==> config.mk <==
export PLATFORM = sky130hd
export DESIGN_NAME = mpc_power_ctrl
export DESIGN_NICKNAME = d
export VERILOG_FILES = /design/src/verilog/mpc_pkg.sv /design/src/verilog/mpc_power_ctrl.sv
export SDC_FILE = /design/constraint.sdc
export NUM_CORES = 1
export LEC_CHECK = 0
export BUFFER_PORTS_ARGS = -buffer_cell sky130_fd_sc_hd__buf_2
export CORE_MARGIN = 2
export CORE_UTILIZATION = 68
export CTS_CLUSTER_SIZE = 28
export DETAILED_ROUTE_END_ITERATION = 8
export GPL_TIMING_DRIVEN = 0
export PLACE_DENSITY = 0.95
export SETUP_SLACK_MARGIN = 0.2
export SLEW_MARGIN = 20
export SYNTH_ARGS = -nofsm -noshare
export SYNTH_HDL_FRONTEND = slang
export SYNTH_SLANG_ARGS = --single-unit
==> constraint.sdc <==
create_clock -name ref_clk -period 3.55 [get_ports ref_clk]
set_input_delay 0.5325 -clock ref_clk [delete_from_list [all_inputs] [get_ports ref_clk]]
set_output_delay 0.5325 -clock ref_clk [all_outputs]
set_load 0.05 [all_outputs]
==> src/verilog/mpc_pkg.sv <==
package mpc_pkg;

    // Timebase
    localparam int CLK_HZ = 10_000_000;
    localparam int CLK_PER_MS = CLK_HZ / 1000;

    // Pulse and sequence times in milliseconds
    localparam int ON_PULSE_MS = 1000;
    localparam int LOWV_ON_PULSE_MS = 3000;
    localparam int OFF_PULSE_MS = 1000;
    localparam int RESTART_PULSE_MS = 200;
    localparam int DETACH_TIMEOUT_MS = 100;
    localparam int BOOT_MS = 10;

    // Derived cycle counts
    localparam int ON_PULSE_CYC = ON_PULSE_MS * CLK_PER_MS;
    localparam int LOWV_ON_PULSE_CYC = LOWV_ON_PULSE_MS * CLK_PER_MS;
    localparam int OFF_PULSE_CYC = OFF_PULSE_MS * CLK_PER_MS;
    localparam int RESTART_PULSE_CYC = RESTART_PULSE_MS * CLK_PER_MS;
    localparam int DETACH_TIMEOUT_CYC = DETACH_TIMEOUT_MS * CLK_PER_MS;
    localparam int BOOT_CYC = BOOT_MS * CLK_PER_MS;

    localparam int CNT_W = 26;

    typedef enum logic [2:0] {
        MPC_OFF = 3'h0,
        MPC_BOOT = 3'h1,
        MPC_ON = 3'h2,
        MPC_DETACH = 3'h3,
        MPC_RESTART = 3'h4
    } mpc_state_t;

    // Status bundle toward the modem core
    typedef struct packed {
        logic power_on_monitor;
        logic detach_req;
        logic core_run;
        logic core_reset;
    } mpc_status_t;

endpackage

==> src/verilog/mpc_power_ctrl.sv <==
`timescale 1ns/1ps
module mpc_power_ctrl #(
    parameter int ON_PULSE_CYC = mpc_pkg::ON_PULSE_CYC,
    parameter int LOWV_ON_PULSE_CYC = mpc_pkg::LOWV_ON_PULSE_CYC,
    parameter int OFF_PULSE_CYC = mpc_pkg::OFF_PULSE_CYC,
    parameter int RESTART_PULSE_CYC = mpc_pkg::RESTART_PULSE_CYC,
    parameter int DETACH_TIMEOUT_CYC = mpc_pkg::DETACH_TIMEOUT_CYC,
    parameter int BOOT_CYC = mpc_pkg::BOOT_CYC
) (
    input wire logic ref_clk,
    input wire logic nrst,
    input wire logic power_key_n,
    input wire logic restart_n,
    input wire logic supply_low,
    input wire logic sw_off_req,
    input wire logic detach_done,
    output logic power_on_monitor,
    output logic detach_req,
    output logic core_run,
    output logic core_reset
);

    ////////////////////////////////////////////////////////////////////////
    // Constants and declarations

    localparam int PIN_CNT = 2;
    localparam int KEY_PIN = 0;
    localparam int RST_PIN = 1;
    localparam logic [mpc_pkg::CNT_W-1:0] CNT_ZERO = '0;
    localparam logic [mpc_pkg::CNT_W-1:0] CNT_ONE =
        {{(mpc_pkg::CNT_W-1){1'h0}}, 1'h1};

    logic [PIN_CNT-1:0] pin_held;
    logic [PIN_CNT-1:0] pin_release;
    logic [PIN_CNT-1:0][mpc_pkg::CNT_W-1:0] pin_cnt;
    logic [mpc_pkg::CNT_W-1:0] key_cnt;
    logic [mpc_pkg::CNT_W-1:0] rst_cnt;
    logic [mpc_pkg::CNT_W-1:0] seq_cnt;
    logic [mpc_pkg::CNT_W-1:0] next_seq_cnt;
    logic [mpc_pkg::CNT_W-1:0] on_need;
    logic key_release;
    logic rst_release;
    logic key_on_ok;
    logic key_off_ok;
    logic rst_ok;
    logic restart_go;
    logic key_off_go;
    logic key_on_go;
    logic boot_done;
    logic detach_end;
    mpc_pkg::mpc_state_t state;
    mpc_pkg::mpc_state_t next_state;
    mpc_pkg::mpc_status_t status;
    mpc_pkg::mpc_status_t next_status;

    ////////////////////////////////////////////////////////////////////////
    // Helpers

    // Counter step that stops at all ones
    function automatic logic [mpc_pkg::CNT_W-1:0] sat_inc(
        input logic [mpc_pkg::CNT_W-1:0] v
    );
        sat_inc = (&v) ? v : v + CNT_ONE;
    endfunction

    // True once a count has reached a cycle threshold
    function automatic logic reached(
        input logic [mpc_pkg::CNT_W-1:0] v,
        input int limit
    );
        reached = v >= mpc_pkg::CNT_W'(limit);
    endfunction

    ////////////////////////////////////////////////////////////////////////
    // Pulse length counters, one per control pin

    assign pin_held[KEY_PIN] = !power_key_n;
    assign pin_held[RST_PIN] = !restart_n;

    genvar gi;
    generate
        for (gi = 0; gi < PIN_CNT; gi++) begin : g_pulse
            logic [mpc_pkg::CNT_W-1:0] cnt;
            logic [mpc_pkg::CNT_W-1:0] next_cnt;

            assign next_cnt = pin_held[gi] ? sat_inc(cnt) : CNT_ZERO;
            assign pin_release[gi] = !pin_held[gi] && cnt != CNT_ZERO;
            assign pin_cnt[gi] = cnt;

            always_ff @(posedge ref_clk) begin
                if (!nrst) begin
                    cnt <= CNT_ZERO;
                end else begin
                    cnt <= next_cnt;
                end
            end
        end
    endgenerate

    ////////////////////////////////////////////////////////////////////////
    // Pulse qualification

    assign key_cnt = pin_cnt[KEY_PIN];
    assign rst_cnt = pin_cnt[RST_PIN];
    assign key_release = pin_release[KEY_PIN];
    assign rst_release = pin_release[RST_PIN];

    assign on_need = supply_low ?
        mpc_pkg::CNT_W'(LOWV_ON_PULSE_CYC) : mpc_pkg::CNT_W'(ON_PULSE_CYC);
    assign key_on_ok = key_cnt >= on_need;
    assign key_off_ok = reached(key_cnt, OFF_PULSE_CYC);
    assign rst_ok = reached(rst_cnt, RESTART_PULSE_CYC);
    assign restart_go = rst_release && rst_ok &&
        state != mpc_pkg::MPC_OFF;
    assign key_off_go = key_release && key_off_ok;
    assign key_on_go = key_release && key_on_ok;
    assign boot_done = reached(seq_cnt, BOOT_CYC);
    assign detach_end = detach_done ||
        reached(seq_cnt, DETACH_TIMEOUT_CYC);

    ////////////////////////////////////////////////////////////////////////
    // Power sequence

    always_comb begin
        next_state = state;
        next_seq_cnt = sat_inc(seq_cnt);
        unique case (state)
            mpc_pkg::MPC_OFF: begin
                if (key_on_go) begin
                    next_state = mpc_pkg::MPC_BOOT;
                    next_seq_cnt = CNT_ZERO;
                end
            end
            mpc_pkg::MPC_BOOT, mpc_pkg::MPC_RESTART: begin
                if (restart_go) begin
                    next_state = mpc_pkg::MPC_RESTART;
                    next_seq_cnt = CNT_ZERO;
                end else if (boot_done) begin
                    next_state = mpc_pkg::MPC_ON;
                end
            end
            mpc_pkg::MPC_ON: begin
                if (restart_go) begin
                    next_state = mpc_pkg::MPC_RESTART;
                    next_seq_cnt = CNT_ZERO;
                end else if (key_off_go || sw_off_req) begin
                    next_state = mpc_pkg::MPC_DETACH;
                    next_seq_cnt = CNT_ZERO;
                end
            end
            mpc_pkg::MPC_DETACH: begin
                if (restart_go) begin
                    next_state = mpc_pkg::MPC_RESTART;
                    next_seq_cnt = CNT_ZERO;
                end else if (detach_end) begin
                    next_state = mpc_pkg::MPC_OFF;
                end
            end
            default: begin
                next_state = mpc_pkg::MPC_OFF;
            end
        endcase
    end

    // Outputs follow the next state so they change with it
    always_comb begin
        next_status.power_on_monitor =
            next_state != mpc_pkg::MPC_OFF;
        next_status.detach_req =
            next_state == mpc_pkg::MPC_DETACH;
        next_status.core_run = next_state == mpc_pkg::MPC_ON ||
            next_state == mpc_pkg::MPC_DETACH;
        next_status.core_reset = next_state == mpc_pkg::MPC_BOOT ||
            next_state == mpc_pkg::MPC_RESTART;
    end

    ////////////////////////////////////////////////////////////////////////
    // State and output registers

    always_ff @(posedge ref_clk) begin
        if (!nrst) begin
            state <= mpc_pkg::MPC_OFF;
        end else begin
            state <= next_state;
        end
    end

    always_ff @(posedge ref_clk) begin
        if (!nrst) begin
            seq_cnt <= CNT_ZERO;
        end else begin
            seq_cnt <= next_seq_cnt;
        end
    end

    always_ff @(posedge ref_clk) begin
        if (!nrst) begin
            status <= '0;
        end else begin
            status <= next_status;
        end
    end

    ////////////////////////////////////////////////////////////////////////
    // Outputs

    assign power_on_monitor = status.power_on_monitor;
    assign detach_req = status.detach_req;
    assign core_run = status.core_run;
    assign core_reset = status.core_reset;

endmodule // mpc_power_ctrl

Yosys cells after proc, flatten, opt, wreduce, memory -nomap -nowiden:

Index checks and enable logic that the tools add are counted.

* bits in registers: 85
* input port bits: 7
* output and inout port bits: 4

* add/sub/neg operators: 3
* $lt $le $gt $ge: 5
* eq/ne operators: 8
* mux-type cells: 15
* bitwise gates (word level): 1
* reduce and logical (&&, ||, !) cells: 22

Operators by type and width (number)
* $mux 26: 5
* $add 26x1->26 const B: 3
* $pmux 26 s3: 1
* $reduce_and 26->1: 3
* $reduce_bool 26->1: 2
* $ge 26x17->1 const B: 1
* $ge 26x20->1 const B: 1
* $ge 26x21->1 const B: 1
* $ge 26x24->1 const B: 1
* $ge 26x25->1: 1
* $mux 25: 1
* $mux 3: 7
* $eq 3x2->1 const B: 4
* $pmux 3 s4: 1
* $eq 3x1->1 const B: 2
* $eq 3x3->1 const B: 2
* $logic_and 1x1->1: 6
* $reduce_bool 3->1: 2
* $reduce_or 2->1: 3
* $logic_or 1x1->1: 4
* $logic_not 3->1: 1
* $reduce_or 3->1: 1
* $not 1->1: 1

Logic depth before layout (Yosys ltp):

* depth in word-level cells: 9
* depth in mapped cells: 10
* mapped depth without buffers: 8

Worst setup path before layout:

Ideal clock, no wire load.

* kind: input-to-reg
* from: in supply_low
* to: reg seq_cnt[12] (netlist name)
* setup time: 133 ps
* arrival: 2299 ps
* required time: 3417 ps
* slack: 1118 ps
* stages on the path: 9
* path buffers: 1
* cell sequence: inv_1 ha_1 nand3_1 nor4b_1 nor4_1 o311a_1 a41oi_4 buf_6 nor3_1

* cells in the longest elaborated chain, start to end: 5

RTL lines
* start: declaration: line mpc_power_ctrl.sv:14 `input wire logic supply_low,`
* $mux 25: line mpc_power_ctrl.sv:108 `assign on_need = supply_low ?`
* $ge 26x25->1: line mpc_power_ctrl.sv:110 `assign key_on_ok = key_cnt >= on_need;`
* $logic_and 1x1->1: line mpc_power_ctrl.sv:116 `assign key_on_go = key_release && key_on_ok;`
* $mux 26: line mpc_power_ctrl.sv:129 `if (key_on_go) begin`
* $pmux 26 s3: line mpc_power_ctrl.sv:127 `unique case (state)`
* end signal: assignment: line mpc_power_ctrl.sv:192 `seq_cnt <= next_seq_cnt;`
* end: declaration: line mpc_power_ctrl.sv:38 `logic [mpc_pkg::CNT_W-1:0] seq_cnt;`

Every way passes these cells.
A chain may end at the register's enable or synchronous reset.

Final worst setup path:

* from: in supply_low
* to: reg seq_cnt[5] (netlist name)

The elaborated chain is that of the path after synthesis.

==> out/summary.txt <==
sequential fraction of the synthesis area -> 35.6%
Clock transition at path regs -> 0.09 ns
Final Setup Violations -> 0
endpoint class of the critical path -> register
pre-CTS WS -> 0.630 ns
Max Freq -> 385 MHz
ant diodes -> 0
drt first pass iters -> 5
Yosys top cell area share -> 35.6%
root buffer cell -> clkbuf_8
Hold Buf Count CTS -> 0
I/O Buffers -> 10
Cells after Synth -> 574
Worst Path Class, Setup -> primary input to register
critical path launch point type -> primary input
Final Hold Viols -> 0
status -> finished clean
number of synthesized flops with an enable pin -> 0
CTS H-tree depth -> 3
Final period util -> 73.1%
post-DP HPWL -> 7.85 mm
pin count of the biggest net entering global routing -> 17
CP Max Fanout -> 10
gr usage total -> 30.3%
Yosys warning count -> 0
Clock Skew -> 0.0130 ns
commonest register cell after synthesis -> dfxtp_1
TritonCTS clock tree -> done
via/cell ratio -> 6.49
remaining antenna violation count -> 0
largest area contributor in the netlist -> dfxtp_1
Total Wirelength -> 11.2 mm
Die H -> 87.9 µm
Worst slew margin -> 49.1%
Initial Utilization -> 70.4%
Setup TNS -> 0 ns
core area -> 0.00679 mm²
Critical Path RT -> 3.78 ns
post-DR wirelength/cell -> 16.1 µm
power density over cell area -> 328 mW/mm²
Post-Syn Nets -> 595
Syn Area/Cell -> 8.34 µm²
post-route insts no fill -> 696
Yosys reg bits -> 85
antenna violations before repair -> 0
fin worst setup slack -> 0.956 ns
worst vdd ir -> 0.239 mV
share of layout cells above drive strength 1 -> 8.50%
DRC viols -> 0
Die W -> 87.9 µm
post-synthesis instance area -> 0.00478 mm²
worst-skew pair later-pin latency -> 0.36 ns
Sink Count -> 85
RSZ-0062 raised after global routing -> no
DR iter-0 viols -> 329
Pleak -> 1.67 nW
fin crit period -> 2.59 ns
Synth async-reset ratio -> 0%
Num CTS Buffers -> 9
Fillers -> 466
Post-CTS Setup Bufs -> 0
# placed instances -> 680
Worst Tran Pin Value -> 0.757 ns
Nets -> 616
crit path DAT -> 2.82 ns
Cell variety after synth -> 63
post_cts resized -> 0
most area-consuming cells after synthesis -> dfxtp_1, xnor2_1, nor2_1, nor3_1, xor2_1
first-pass GRT wire length -> 18.6 mm
Layout area overhead -> 7.58%
Total Power -> 0.00169 W
max-slew violations -> 0
IO Pins -> 11
fin util -> 75.8%
Max Buffers Root-to-Sink -> 2
worst hold path type -> primary input to register
max_cap viols -> 0
row count -> 30
GRT Residual Overflow -> 0
vias in the first global route -> 4094
die area -> 0.00772 mm²
Via Count -> 4516
GP Congestion -> 0.966
-- kinds of logic (layout without fill, tap and decap cells) --
| logic type | Yosys count | after routing | synth area share, % |
|---|---|---|---|
| adders and majority gates | 14 | 14 | 3.66 |
| xor gates and xnor gates | 57 | 57 | 10.4 |
| DFF | 85 | 85 | 35.6 |
| muxes | 2 | 2 | 0.418 |
| and+or+nand+nor | 284 | 284 | 31.8 |
| AOI/OAI and AO/OA | 82 | 82 | 13.2 |
| buffers and inverters | 50 | 76 | 4.89 |
-- report_power, final --
group,internal [W],switching (W),leakage (nW)
logic,0.0000167,0.0000344,0.889
clock network,0.000287,0.000386,0.0994
registers,0.000958,0.00000539,0.686
-- worst max-delay path, cell delays in order --
cell,delay (ns)
buf_2,0.12
inv_1,0.11
ha_1,0.31
nand3_1,0.10
nor4b_1,0.49
nor4_1,0.13
o311a_1,0.38
a41oi_4,0.36
buf_6,0.21
nor3_1,0.06
-- metal layers --
metal  vias up  track usage [%]  routed length (µm)
met4         0             12.2                 267
met5         -                0                   0
met1      2106             38.3                4820
met2       213             52.4                5340
li1       2161                -                   -
met3        36             3.96                 757
-- cell usage after synthesis (10+ instances only) --
master	count
dfxtp_1	85
nor2_1	64
nor3_1	45
xnor2_1	34
nand2_1	30
nand3_1	29
nand4_1	28
nor4_1	23
xor2_1	23
clkbuf_1	20
inv_1	18
ha_1	14
and3_1	13
a21oi_1	10
o21ai_0	10
-- flip-flops by register name (all words and copies together), names as in the netlist --
signal / flops
state: 3
g_pulse.cnt: 52
detach_req: 1
core_reset: 1
core_run: 1
power_on_monitor: 1
seq_cnt: 26
-- through the flow --
| stage | hold WS (ns) | cell area, µm² |
|---|---|---|
| 2_1_floorplan | 0.462 | 4780 |
| 3_3_place_gp | 0.475 | 4950 |
| 3_5_place_dp | 0.482 | 4950 |
| 4_1_cts | 0.445 | 5150 |
| 5_1_grt | 0.477 | 5150 |
| 6_report | 0.452 | 5150 |
-- cell type report --
type | count | area [µm²] | share of cell area, %
multi-input combinational | 439 | 2850 | 55.3
clock buffer | 10 | 138 | 2.67
buffer | 32 | 166 | 3.23
clock inverter | 6 | 55.1 | 1.07
inverter | 18 | 67.6 | 1.31
sequential | 85 | 1700 | 33.1
timing repair buffer | 10 | 50.0 | 0.972
tap | 96 | 120 | 2.33
-- layout by cell type (no fill, tap or decap), types with 10 or more instances in the layout --
master | synthesis | layout
nor4_1 | 23 | 23
ha_1 | 14 | 14
nand2_1 | 30 | 30
nor2_1 | 64 | 64
xnor2_1 | 34 | 34
inv_1 | 18 | 18
clkbuf_8 | 1 | 11
a21oi_1 | 10 | 10
xor2_1 | 23 | 23
and3_1 | 13 | 13
dfxtp_1 | 85 | 85
nand4_1 | 28 | 28
clkbuf_1 | 20 | 20
nor3_1 | 45 | 45
o21ai_0 | 10 | 10
buf_2 | 4 | 14
nand3_1 | 29 | 29
-- final timing paths --
| check | start | endpoint | slack [ns] | cells after the start |
|---|---|---|---|---|
| hold reg to reg | g_pulse[0].cnt[1] | g_pulse[0].cnt[1] | 0.50 | 2 |
| setup reg to reg | g_pulse[0].cnt[16] | seq_cnt[5] | 0.96 | 8 |
| hold / removal | nrst | seq_cnt[11] | 0.45 | 3 |
| setup / recovery | supply_low | seq_cnt[5] | 0.96 | 10 |
(Power assumes the default switching activity.)
